`config.mk`:
```
export PLATFORM = sky130hd
export DESIGN_NAME = sar_adc_controller
export DESIGN_NICKNAME = d
export VERILOG_FILES = /design/src/sar_adc_pkg.sv /design/src/sar_adc_controller.sv
export SDC_FILE = /design/constraint.sdc
export NUM_CORES = 1
export LEC_CHECK = 0
export BUFFER_PORTS_ARGS = -buffer_cell sky130_fd_sc_hd__buf_2
export CAP_MARGIN = 25
export CORE_ASPECT_RATIO = 1.2
export CORE_MARGIN = 1
export CORE_UTILIZATION = 51
export CTS_CLUSTER_DIAMETER = 200
export DETAILED_ROUTE_END_ITERATION = 8
export PLACE_DENSITY = 0.74
export SLEW_MARGIN = 20
export SYNTH_ARGS = -nofsm -noshare
export SYNTH_HDL_FRONTEND = slang
export SYNTH_SLANG_ARGS = --single-unit
```
`constraint.sdc`:
```
create_clock -name clock -period 2.4 [get_ports clock]
set_input_delay 0.72 -clock clock [delete_from_list [all_inputs] [get_ports clock]]
set_output_delay 0.72 -clock clock [all_outputs]
set_load 0.02 [all_outputs]
```
`src/sar_adc_pkg.sv`:
```
package sar_adc_pkg;
    localparam logic [5:0] REF_PIN_CFG_ADDR = 6'h13;
    localparam logic [5:0] ENABLE_CH_ADDR   = 6'h14;
    localparam logic [5:0] RESULT_LO_ADDR   = 6'h15;
    localparam logic [5:0] RESULT_HI_ADDR   = 6'h16;
    localparam logic [5:0] CONV_CTRL_ADDR   = 6'h17;
    localparam logic [5:0] IRQ_ENABLE_ADDR  = 6'h00;
    localparam logic [5:0] IRQ_REQUEST_ADDR = 6'h01;
    localparam int         CTRL_BIT3        = 3;
    localparam logic [3:0] REG_RESET        = 4'h0;
    localparam logic [8:0] SHORT_CONV_TAD   = 9'd50;
    localparam logic [8:0] LONG_CONV_TAD    = 9'd330;
    localparam int         RESULT_BITS      = 8;
    localparam int         CHANNELS         = 8;

    typedef enum logic [1:0] {
        ST_IDLE = 2'b01,
        ST_CONV = 2'b10
    } conv_state_t;
endpackage : sar_adc_pkg

```
`src/sar_adc_controller.sv`:
```
// Operation
// - Reference bit picks supply or external reference
// - Pin count field makes low pins analog
// - Channel field selects input zero to seven
// - Enable bit powers converter module
// - Result split into two read-only nibbles
// - Length bit selects 50 or 330 periods
// - Clock field divides oscillator by 1,2,4,8
// - Writing start begins conversion; reads busy
// - Start flag self-clears at conversion end
// - Completion raises converter interrupt request
// - Clearing start flag aborts conversion immediately
// - Abort leaves result registers unchanged
// - Analog pins lose digital function, pull-up
// - Runs during halt, stops on stop
// - Enabled completion wakes CPU from halt
// - Enable and request at bit three, reset zero
`timescale 1ns/100ps
module sar_adc_controller (
    // Clock and reset
    input  wire logic                              clock,
    input  wire logic                              rst,
    // Register port
    input  wire logic [5:0]                        addr,
    input  wire logic [3:0]                        wdata,
    input  wire logic                              wr,
    input  wire logic                              rd,
    output logic      [3:0]                        rdata,
    // CPU power state
    input  wire logic                              cpu_halted,
    input  wire logic                              cpu_stop,
    output logic                                   halt_wake,
    output logic                                   irq_active,
    // Analog front end
    output logic                                   reference_source_select,
    output logic                                   converter_power_on,
    output logic      [2:0]                        channel_select_field,
    output logic      [sar_adc_pkg::CHANNELS-1:0]  analog_pin_enable,
    output logic                                   sample_enable,
    output logic      [sar_adc_pkg::RESULT_BITS-1:0] dac_code,
    input  wire logic                              comparator_out
);
    import sar_adc_pkg::*;

    logic [3:0]  pin_cfg_q;
    logic [3:0]  en_ch_q;
    logic [2:0]  ctrl_low_q;
    logic        go_q;
    logic [7:0]  result_q;
    logic        irq_en_q;
    logic        irq_req_q;
    conv_state_t state_q;
    logic [2:0]  div_cnt_q;
    logic [8:0]  tad_cnt_q;
    logic [7:0]  sar_q;
    logic [7:0]  trial_q;
    logic        cmp_s1_q;
    logic        cmp_s2_q;
    logic        tad_tick;
    logic [2:0]  div_max;
    logic [8:0]  conv_len;
    logic        wr_ctrl;
    logic        start;
    logic        abort;
    logic        done;
    logic [8:0]  sar_end;
    logic [7:0]  sar_next;
    logic [11:0] conv_cycles_q;
    logic [11:0] expected_cycles;

    assign reference_source_select = pin_cfg_q[CTRL_BIT3];
    assign converter_power_on      = en_ch_q[CTRL_BIT3];
    assign channel_select_field    = en_ch_q[2:0];

    // Pin k analog when k below configured count; code 7 covers all eight
    genvar gi;
    generate
        for (gi = 0; gi < CHANNELS; gi++) begin : g_pin
            assign analog_pin_enable[gi] = (pin_cfg_q[2:0] == 3'h7) ||
                                           (3'(gi) < pin_cfg_q[2:0]);
        end
    endgenerate

    // Divider: 1, 2, 4 or 8 oscillator periods per converter period
    always_comb begin
        case (ctrl_low_q[2:1])
            2'b00:   div_max = 3'h0;
            2'b01:   div_max = 3'h1;
            2'b10:   div_max = 3'h3;
            default: div_max = 3'h7;
        endcase
    end
    assign conv_len = ctrl_low_q[0] ? LONG_CONV_TAD : SHORT_CONV_TAD;
    // Compare with >= so a smaller divider written mid-run cannot wrap the counter
    assign tad_tick = (state_q == ST_CONV) && (div_cnt_q >= div_max);

    assign wr_ctrl = wr && (addr == CONV_CTRL_ADDR);
    assign start   = wr_ctrl && wdata[CTRL_BIT3] && converter_power_on && (state_q == ST_IDLE)
                     && !cpu_stop;
    // Stop instruction or module power-down abandon the conversion as well
    assign abort   = (state_q == ST_CONV) &&
                     ((wr_ctrl && !wdata[CTRL_BIT3]) || cpu_stop || !converter_power_on);
    assign done    = tad_tick && (tad_cnt_q == conv_len - 9'd1) && !abort;

    // The last eight converter periods each resolve one bit, MSB first
    assign sar_end = conv_len - 9'd8;

    // Trial bit is kept when the synchronised comparator sees the input at or above the code
    assign sar_next = cmp_s2_q ? (sar_q | trial_q) : sar_q;

    always_ff @(posedge clock or posedge rst) begin
        if (rst) begin
            cmp_s1_q <= 1'b0;
            cmp_s2_q <= 1'b0;
        end else begin
            cmp_s1_q <= comparator_out;
            cmp_s2_q <= cmp_s1_q;
        end
    end

    always_ff @(posedge clock or posedge rst) begin
        if (rst) begin
            pin_cfg_q  <= REG_RESET;
            en_ch_q    <= REG_RESET;
            ctrl_low_q <= 3'h0;
        end else if (wr) begin
            if (addr == REF_PIN_CFG_ADDR) pin_cfg_q <= wdata;
            if (addr == ENABLE_CH_ADDR)   en_ch_q   <= wdata;
            if (wr_ctrl)                  ctrl_low_q <= wdata[2:0];
        end
    end

    always_ff @(posedge clock or posedge rst) begin
        if (rst) begin
            state_q   <= ST_IDLE;
            go_q      <= 1'b0;
            div_cnt_q <= 3'h0;
            tad_cnt_q <= 9'h0;
            sar_q     <= 8'h00;
            trial_q   <= 8'h00;
        end else begin
            case (state_q)
                ST_IDLE: begin
                    if (start) begin
                        state_q   <= ST_CONV;
                        go_q      <= 1'b1;
                        div_cnt_q <= 3'h0;
                        tad_cnt_q <= 9'h0;
                        sar_q     <= 8'h00;
                        trial_q   <= 8'h80;
                    end
                end
                ST_CONV: begin
                    if (abort || done) begin
                        state_q <= ST_IDLE;
                        go_q    <= 1'b0;
                    end else begin
                        div_cnt_q <= tad_tick ? 3'h0 : div_cnt_q + 3'h1;
                        if (tad_tick) begin
                            tad_cnt_q <= tad_cnt_q + 9'h1;
                            if (tad_cnt_q >= sar_end) begin
                                sar_q <= sar_next;
                                trial_q <= trial_q >> 1;
                            end
                        end
                    end
                end
                default: begin
                    state_q <= ST_IDLE;
                    go_q    <= 1'b0;
                end
            endcase
        end
    end

    // Final result, both nibbles taken together; abort skips this
    // The LSB resolves in the done cycle itself, so take it from sar_next
    always_ff @(posedge clock or posedge rst) begin
        if (rst) begin
            result_q <= 8'h00;
        end else if (done) begin
            result_q <= sar_next;
        end
    end

    // Completion sets the request; a set in the clearing cycle wins
    always_ff @(posedge clock or posedge rst) begin
        if (rst) begin
            irq_en_q  <= 1'b0;
            irq_req_q <= 1'b0;
        end else begin
            if (wr && addr == IRQ_ENABLE_ADDR) irq_en_q <= wdata[CTRL_BIT3];
            if (done) begin
                irq_req_q <= 1'b1;
            end else if (wr && addr == IRQ_REQUEST_ADDR) begin
                irq_req_q <= wdata[CTRL_BIT3];
            end
        end
    end

    assign irq_active    = irq_en_q && irq_req_q;
    assign halt_wake     = irq_active && cpu_halted;
    assign sample_enable = (state_q == ST_CONV) && (tad_cnt_q < sar_end);
    assign dac_code      = sar_q | trial_q;

    always_ff @(posedge clock or posedge rst) begin
        if (rst) begin
            rdata <= 4'h0;
        end else if (rd) begin
            case (addr)
                REF_PIN_CFG_ADDR: rdata <= pin_cfg_q;
                ENABLE_CH_ADDR:   rdata <= en_ch_q;
                RESULT_LO_ADDR:   rdata <= result_q[3:0];
                RESULT_HI_ADDR:   rdata <= result_q[7:4];
                CONV_CTRL_ADDR:   rdata <= {go_q, ctrl_low_q};
                IRQ_ENABLE_ADDR:  rdata <= {irq_en_q, 3'h0};
                IRQ_REQUEST_ADDR: rdata <= {irq_req_q, 3'h0};
                default:          rdata <= 4'h0;
            endcase
        end else begin
            rdata <= 4'h0;
        end
    end

    // Assertion helper: an independent count of oscillator periods per conversion
    assign expected_cycles = {3'h0, conv_len} * ({9'h000, div_max} + 12'h001);

    always_ff @(posedge clock or posedge rst) begin
        if (rst) begin
            conv_cycles_q <= 12'h000;
        end else if (start) begin
            conv_cycles_q <= 12'h001;
        end else if (state_q == ST_CONV) begin
            conv_cycles_q <= conv_cycles_q + 12'h001;
        end
    end
endmodule : sar_adc_controller

```
# == Word level (Yosys, flattened, before mapping) ==
# Cells that the tools add are included.
# totals
ff_bits,58
in_bits,17
elab_cells,120
# classes
bitwise_logic,1
mux,31
n_reduce_logical,41
add_sub_neg,4
n_lt_le_gt_ge,11
n_eq_ne,17
# ops
operator,n
8-bit two-way mux,9
9-bit two-way mux,4
8-bit case mux with 2 select lines,2
"6-bit by 5-bit == test with 1-bit output, second input constant",5
4-bit case mux with 7 select lines,1
9-bit case mux with 2 select lines,1
1-bit logical AND,15
"3-bit less-than comparator, first input constant",4
1-bit logical OR,11
"2-bit inequality test, second input constant",5
"9-bit by 1-bit adder with 9-bit output, second input constant",1
9-bit == test,1
9-bit >= comparator,1
9-bit less-than comparator,1
3-bit two-way mux,3
3-bit case mux with 3 select lines,1
"9-bit by 1-bit subtractor with 9-bit output, second input constant",1
"9-bit by 4-bit subtractor with 9-bit output, second input constant",1
8-bit OR,1
2-bit AND reduction,4
"6-bit by 1-bit == test with 1-bit output, second input constant",1
6-bit logical NOT,1
"1-bit by 3-bit less-than comparator with 1-bit output, first input constant",2
"2-bit by 3-bit less-than comparator with 1-bit output, first input constant",2
other kinds (17),27

# == Longest topological paths before layout ==
# Gate-level depths: netlist (run 1).
# logic_depth
ltp_word,11
mapped_depth,8
depth_no_buf,7

# == Least setup slack after synthesis (run 1) ==
# No wires, ideal clock.
# synth_path
kind,input to register
startpoint,input addr[1]
endpoint,register tad_cnt_q[3]
slack_ns,-0.046
path_stages,7
arrival_time_ns,2.380
setup_time_ns,0.066
cell_sequence,buf_6 and4b_1 a211o_1 a211o_1 buf_6 or4b_1 nand2_1
# synth_between
elab_chain_cells,11
elab_cells_between_ends,16
classes_between,3 x eq/ne; 13 x reduce/logical
# synth_rtl
element,line,text
from (decl),sar_adc_controller.sv:24,"input wire logic [5:0] addr,"
6-bit by 5-bit == test with 1-bit output *,sar_adc_controller.sv:97,assign wr_ctrl = wr && (addr == CONV_CTRL_ADDR);
1-bit logical AND *,sar_adc_controller.sv:97,
1-bit logical AND,sar_adc_controller.sv:102,((wr_ctrl && !wdata[CTRL_BIT3]) || cpu_stop || !converter_power_on);
1-bit logical OR (2 in a row),sar_adc_controller.sv:102,
1-bit logical AND,sar_adc_controller.sv:101,assign abort = (state_q == ST_CONV) &&
1-bit logical NOT,sar_adc_controller.sv:103,assign done = tad_tick && (tad_cnt_q == conv_len - 9'd1) && !abort;
1-bit logical AND,sar_adc_controller.sv:103,
1-bit logical OR,sar_adc_controller.sv:154,if (abort || done) begin
2-bit inequality test (no source line),-,
4-bit AND reduction (no source line) *,-,
to (signal assigned),sar_adc_controller.sv:160,tad_cnt_q <= tad_cnt_q + 9'h1;
to (decl),sar_adc_controller.sv:54,logic [8:0] tad_cnt_q;
# Every way passes the cells marked *; elsewhere a longest branch is shown, timed or not.
# A chain may end at the register's enable or synchronous reset.

# == Final worst setup path (run 1) ==
# layout_path
startpoint,register ctrl_low_q[0]
endpoint,output sample_enable
# layout_between
elab_chain_cells,4
# layout_rtl
element,line,text
from (decl),sar_adc_controller.sv:47,logic [2:0] ctrl_low_q;
from (signal assigned),sar_adc_controller.sv:129,if (wr_ctrl) ctrl_low_q <= wdata[2:0];
9-bit two-way mux,sar_adc_controller.sv:93,assign conv_len = ctrl_low_q[0] ? LONG_CONV_TAD : SHORT_CONV_TAD;
9-bit by 4-bit subtractor with 9-bit output,sar_adc_controller.sv:106,assign sar_end = conv_len - 9'd8;
9-bit less-than comparator,sar_adc_controller.sv:203,assign sample_enable = (state_q == ST_CONV) && (tad_cnt_q < sar_end);
1-bit logical AND,sar_adc_controller.sv:203,
to (decl),sar_adc_controller.sv:39,"output logic sample_enable,"
# No other way between the ends.

==> out/results.ini, run 1 <==
[finish]
drive_gt1_share_pct=36.34
syn2layout_area_growth_pct=26.65
finalNonFillerCells=446
fin_nets=389
diodes=0
postLayoutCoreUtil_pct=67.04

[run]
max_cap_violations=0

[floorplanning]
placeableCoreArea_mm2=0.005668
die_y_um=86.02
rows=30
initial_utilization_pct=52.94
die_w_um=72.02
ios=45
dieArea_mm2=0.006195

[clock_network]
cts_num_sinks=57
tritoncts=done
htreeDepth=3
cts-hold-fix-buffers=0
cts_buffers=9
clock_latency_ns=0.34
cts.path.max_buffers=2
root_buffer=clkbuf_8
path_clk_slew_ns=0.07

[setup_path]
critPathMaxFanout=5
end_kind=primary output
critPathKind=flip-flop to primary output
arrival_ns=1.65
start_kind=flip-flop
cp.required_ns=1.68

[synthesis]
synth_area_leaders=dfrtp_1 (47%), mux2_2 (5.6%), ha_1 (4.6%), nand2_1 (4.1%), o21ai_0 (3.2%)
synth_area_mm2=0.003000
yosysUniqueCellTypes=48
synth.most_common_cell=dfrtp_1
synth_edf_count=0
synthTopCellsByCount=dfrtp_1 (56), nand2_1 (33), o21ai_0 (19)
ys_seq_elements=57
postSynthCellCount=287
seq_area_frac_synth_pct=47.58
ys_warn_count=0
syn_avg_cell_area_um2=10.45
async_flop_share_pct=100.0
yosys.area.top_type=dfrtp_1
dominantRegCellSynth=dfrtp_1
syn-num-nets=315
synthDominantCellAreaShare_pct=46.71

[routing]
antenna_left=0
drtIter0Drc=140
wl_per_cell_um=15.57
drc=0
dr.pass1.iters=5
vias_per_cell=5.601
totalWireLength_um=6945
vias=2498

[timing]
tightestPinTransition_ns=0.4631
fin_hold_ws_ns=0.3546
slew_headroom_pct=69.13
fin_crit_ns=2.375
fmax_mhz=421.1
drv_slew=0
tns_ns=0
clock_skew_ns=0.008953
timing_hold_violations_final=0
setup_viol=0
finalCritPeriodShare_pct=98.96
fin_ws_ns=0.02506
rsz0062_at_grt=true

[place]
routabilityCongestion=0.8420
dp_worst_setup_slack_ns=-0.1487
dpl.hpwl_um=4879
io_buffers=44
placedCellCount=425

[power]
power_density_mw_per_mm2=614.7
ir_worst_vdd_mv=0.4411
p_leak_nw=1.927

[min_path]
hold_path_class=flip-flop to flip-flop

[global_route]
grt_pass1_vias=2446
grt_overflow_total=0
grt.total_usage_pct=24.53
grt_max_degree=40
grt_pass1_wl_um=11400
antenna_found_initial=0

[run_status]
status=complete, no violations

==> metal layers <==
layer,part of all wire (%),track usage [%]
met5,0,0
met4,2.0,11.59
met3,3.5,6.110
met2,51,41.08
met1,43,29.57
==> final cells by class <==
| type | instances | area (µm²) |
|---|---|---|
| fill | 442 | 1868 |
| multi-input combinational | 204 | 1509 |
| sequential | 57 | 1430 |
| timing repair buffer | 76 | 491.7 |
| clock buffer | 11 | 141.4 |
| tap | 80 | 100.1 |
| clock inverter | 5 | 78.83 |
| inverter | 13 | 48.80 |
==> final timing paths <==
check,start,endpoint,slack (ns),cells past startpoint
max,ctrl_low_q[0]$_DFFE_PP0P_,sample_enable,0.03,6
max in group asynchronous,rst,ctrl_low_q[0]$_DFFE_PP0P_,1.47,3
min reg2reg,cmp_s1_q$_DFF_PP0_,cmp_s2_q$_DFF_PP0_,0.35,0
min,cmp_s1_q$_DFF_PP0_,cmp_s2_q$_DFF_PP0_,0.35,0
max reg2reg,ctrl_low_q[2]$_DFFE_PP0P_,tad_cnt_q[5]$_DFFE_PP0P_,0.12,8
min in group asynchronous,rst,tad_cnt_q[6]$_DFFE_PP0P_,0.38,2
==> cells by family (layout without fill, tap and decap cells) <==
family,Yosys count,after routing,share of synthesized area (%)
simple gates,107,107,20.14
compound gates,61,61,13.55
flops,57,57,47.58
buf+inv,26,105,3.962
mux,24,24,9.883
fa+ha+maj,11,11,4.587
xor+xnor,1,1,0.2920
==> cell usage in the layout (no fill, tap or decap), types with 2 or more instances in the layout <==
master	Yosys	layout
dfrtp_1	56	54
buf_2	2	43
nand2_1	33	32
buf_4	1	30
o21ai_0	19	19
mux2_2	15	15
and3_1	14	14
a21oi_1	11	11
inv_1	13	11
clkbuf_8	0	10
a22o_1	9	9
or2_2	10	9
ha_1	11	9
nand3_1	8	8
o211ai_1	6	6
mux2i_1	6	6
nor2b_1	6	5
nor2_1	5	5
nand2b_1	4	4
or4b_1	4	4
or3_1	4	4
nand4b_1	3	3
nor3_1	3	3
and2_1	3	3
mux4_2	3	3
a22oi_1	3	3
a211o_1	2	2
nor4_2	0	2
inv_2	0	2
a21o_1	2	2
a221oi_1	2	2
ha_4	0	2
bufinv_16	0	2
clkinv_2	0	2
dfrtp_2	0	2
buf_12	0	2
==> power breakdown <==
| part | switching, mW | total (mW) | leakage (nW) | internal, mW |
|---|---|---|---|---|
| combinational | 0.152 | 0.291 | 1.07 | 0.139 |
| clock | 0.393 | 1.00 | 0.113 | 0.611 |
| sequential | 0.0433 | 1.04 | 0.741 | 0.997 |
| total | 0.589 | 2.34 | 1.93 | 1.75 |
==> worst max-delay path: stages (launching register included) <==
cell and delay [ns]:
dfrtp_2 0.45, inv_2 0.10, ha_4 0.21, o31ai_2 0.21, nand2_1 0.11, nand2_2 0.10, buf_4 0.14
==> state kept, by name, indices dropped and copies added (netlist names), 4 cells and up <==
signal and flops:
tad_cnt_q 9, result_q 8, sar_q 8, trial_q 8, en_ch_q 4, pin_cfg_q 4
rdata 4
==> metrics by stage <==
step | instance area [µm²] | total power [mW]
floorplan | 3007 | 1.216
global placement | 3478 | 1.310
detailed placement | 3478 | 1.321
CTS | 3727 | 2.335
global route | 3800 | 2.429
finish | 3800 | 2.336
==> timing repair <==
action                                  in CTS  in global routing
endpoints found under the setup margin       2                 19
pin swaps                                    3                  5
buffers inserted                             3                  2
resized for setup                            4                 12
Note: power is estimated with default switching activity, not from simulation.
==> inputs of run 2 (changes only) <==
REMOVE_ABC_BUFFERS = 1   (was default)
==> out/results.ini, run 2 (synthesis results as in run 1) <==
[run_status]
status=complete, no violations  ; unchanged

[finish]
largest_register_ffs=9  ; unchanged
register_area_mm2=0.001429  ; was 0.001430 mm²
postLayoutCoreUtil_pct=66.73  ; was 67.04%
largest-register=tad_cnt_q  ; unchanged
multi_input_area_mm2=0.001494  ; was 0.001509 mm²
fin_nets=388  ; was 389
finalNonFillerCells=445  ; was 446
final_cell_mix=dfrtp_1 (55), buf_2 (43), nand2_1 (32)  ; was dfrtp_1 (54), buf_2 (43), nand2_1 (32)
diodes=0  ; unchanged
syn2layout_area_growth_pct=26.06  ; was 26.65%
num-fill-cells=459  ; was 442
drive_gt1_share_pct=35.34  ; was 36.34%
final_common_cell=dfrtp_1  ; unchanged

[run]
max_cap_violations=0  ; unchanged

[setup_path]
reg2reg_depth=8  ; unchanged
critPathKind=flip-flop to primary output  ; unchanged
end_kind=primary output  ; unchanged
arrival_ns=1.60  ; was 1.65 ns
critPathMaxFanout=5  ; unchanged
start_kind=flip-flop  ; unchanged
regToRegSetupSlack_ns=0.09  ; was 0.12 ns
r2r_end=tad_cnt_q[4]$_DFFE_PP0P_  ; was tad_cnt_q[5]$_DFFE_PP0P_
worstReg2RegStart=ctrl_low_q[1]$_DFFE_PP0P_  ; was ctrl_low_q[2]$_DFFE_PP0P_
cp.required_ns=1.68  ; about the same

[timing]
fmax_mhz=431.3  ; was 421.1 MHz
timing_hold_violations_final=0  ; unchanged
rsz0062_at_grt=false  ; was true
tightestPinTransition_ns=0.4760  ; was 0.4631 ns
fin_crit_ns=2.319  ; was 2.375 ns
setup_viol=0  ; unchanged
drv_slew=0  ; unchanged
tns_ns=0  ; unchanged
fin_ws_ns=0.08120  ; was 0.02506 ns
slew_headroom_pct=67.97  ; was 69.13%
finalCritPeriodShare_pct=96.62  ; was 98.96%
clock_skew_ns=0.008821  ; was 0.008953 ns

[min_path]
hold_start=cmp_s1_q$_DFF_PP0_  ; unchanged
hold-path-cell-count=0  ; unchanged
hold_end=cmp_s2_q$_DFF_PP0_  ; unchanged
hold_path_class=flip-flop to flip-flop  ; unchanged

[routing]
antenna_left=0  ; unchanged
drtIter0Drc=118  ; was 140
drc=0  ; unchanged
dr.pass1.iters=5  ; unchanged
vias=2458  ; was 2498
totalWireLength_um=6587  ; was 6945 µm
vias_per_cell=5.524  ; was 5.601
wl_per_cell_um=14.80  ; was 15.57 µm

[clock_network]
cts_buffers=9  ; unchanged
root_buffer=clkbuf_8  ; unchanged
cts.path.max_buffers=2  ; unchanged
htreeDepth=3  ; unchanged
path_clk_slew_ns=0.06  ; was 0.07 ns
cts-hold-fix-buffers=0  ; unchanged
cts_num_sinks=57  ; unchanged
clock_latency_ns=0.34  ; about the same
tritoncts=done  ; unchanged

[place]
dpl.hpwl_um=4788  ; was 4879 µm
dp_worst_setup_slack_ns=-0.1280  ; was -0.1487 ns
placedCellCount=425  ; unchanged
routabilityCongestion=0.8368  ; was 0.8420
io_buffers=44  ; unchanged

[floorplanning]
initial_utilization_pct=52.94  ; unchanged
die_w_um=72.02  ; unchanged
dieArea_mm2=0.006195  ; unchanged
ios=45  ; unchanged
placeableCoreArea_mm2=0.005668  ; unchanged
rows=30  ; unchanged
die_y_um=86.02  ; unchanged

[global_route]
grt_overflow_total=0  ; unchanged
grt_pass1_wl_um=10770  ; was 11400 µm
grt_max_degree=40  ; unchanged
grt.total_usage_pct=23.03  ; was 24.53%
antenna_found_initial=0  ; unchanged
grt_pass1_vias=2283  ; was 2446

[power]
ir_worst_vdd_mv=0.4269  ; was 0.4411 mV
seqPwrFrac_pct=47.3  ; was 44.5%
internal_power_mw=1.624  ; was 1.747 mW
power_density_mw_per_mm2=580.7  ; was 614.7 mW/mm²
swShare_pct=26.08  ; was 25.20%
combPwrFrac_pct=12.1  ; was 12.5%
p_leak_nw=1.916  ; was 1.927 nW
clkPwrFrac_pct=40.6  ; was 43.0%
finalPower_mw=2.197  ; was 2.336 mW
switching_power_mw=0.5729  ; was 0.5887 mW

[run 2: how the worst max path moves through the flow]
stage                                          end                       from  slack, ns  depth (start not counted)
after floorplan             trial_q[0]$_DFFE_PP0P_                    addr[5]       -1.0                          5
after global placement    tad_cnt_q[5]$_DFFE_PP0P_                    addr[2]      -0.11                          7
after detailed placement  tad_cnt_q[4]$_DFFE_PP0P_                    addr[2]      -0.13                          7
after CTS                            sample_enable  ctrl_low_q[0]$_DFFE_PP0P_      0.004                          6
after global routing      tad_cnt_q[6]$_DFFE_PP0P_  ctrl_low_q[1]$_DFFE_PP0P_      0.007                          8
final                                sample_enable   tad_cnt_q[3]$_DFFE_PP0P_       0.08                          5
[run 2: final cells by class]
class	count	area share, %
Multi-Input combinational cell	204	39.50
Clock buffer	11	3.738
Tap cell	80	2.646
Timing Repair Buffer	75	13.60
Clock inverter	5	1.456
Inverter	13	1.290
Sequential cell	57	37.78
[run 2: repair_timing]
item	in CTS	in global routing
resized for setup	4	6
setup endpoints to repair	1	11
setup buffers	1	2
endpoints found under the hold margin	0	0
pin swaps	2	5
cloned	0	1
[run 2: worst max-delay path, cell delays in order (launching register included)]
cell,delay [ns]
dfrtp_1,0.43
ha_1,0.35
o211ai_1,0.10
nand4_1,0.14
nand2_2,0.12
buf_6,0.12
[run 2: metal layers]
layer	GRT usage [%]	routed length (µm)	part of all wire (%)	up-vias
li1	-	-	-	1188
met1	28.92	2890	44	1202
met2	38.34	3335	51	53
met3	5.288	212	3.2	15
met4	9.269	148	2.2	0
met5	0	0	0	-
[run 2: power by group through the flow]
| stage | sequential, mW | combinational [mW] | clock (mW) |
|---|---|---|---|
| detailed placement | 1.06 | 0.261 | 0 |
| global route | 1.05 | 0.292 | 0.951 |
| global placement | 1.05 | 0.255 | 0 |
| CTS | 1.04 | 0.262 | 0.906 |
| finish | 1.04 | 0.266 | 0.891 |
| floorplan | 1.06 | 0.143 | 0 |
[run 2: metrics by stage]
step                      hold slack (ns)  cell area, µm²
after floorplan                    0.3312            2930
after global placement             0.3355            3491
after detailed placement           0.3378            3491
after CTS                          0.3617            3701
after global routing               0.3718            3782
final                              0.3544            3782
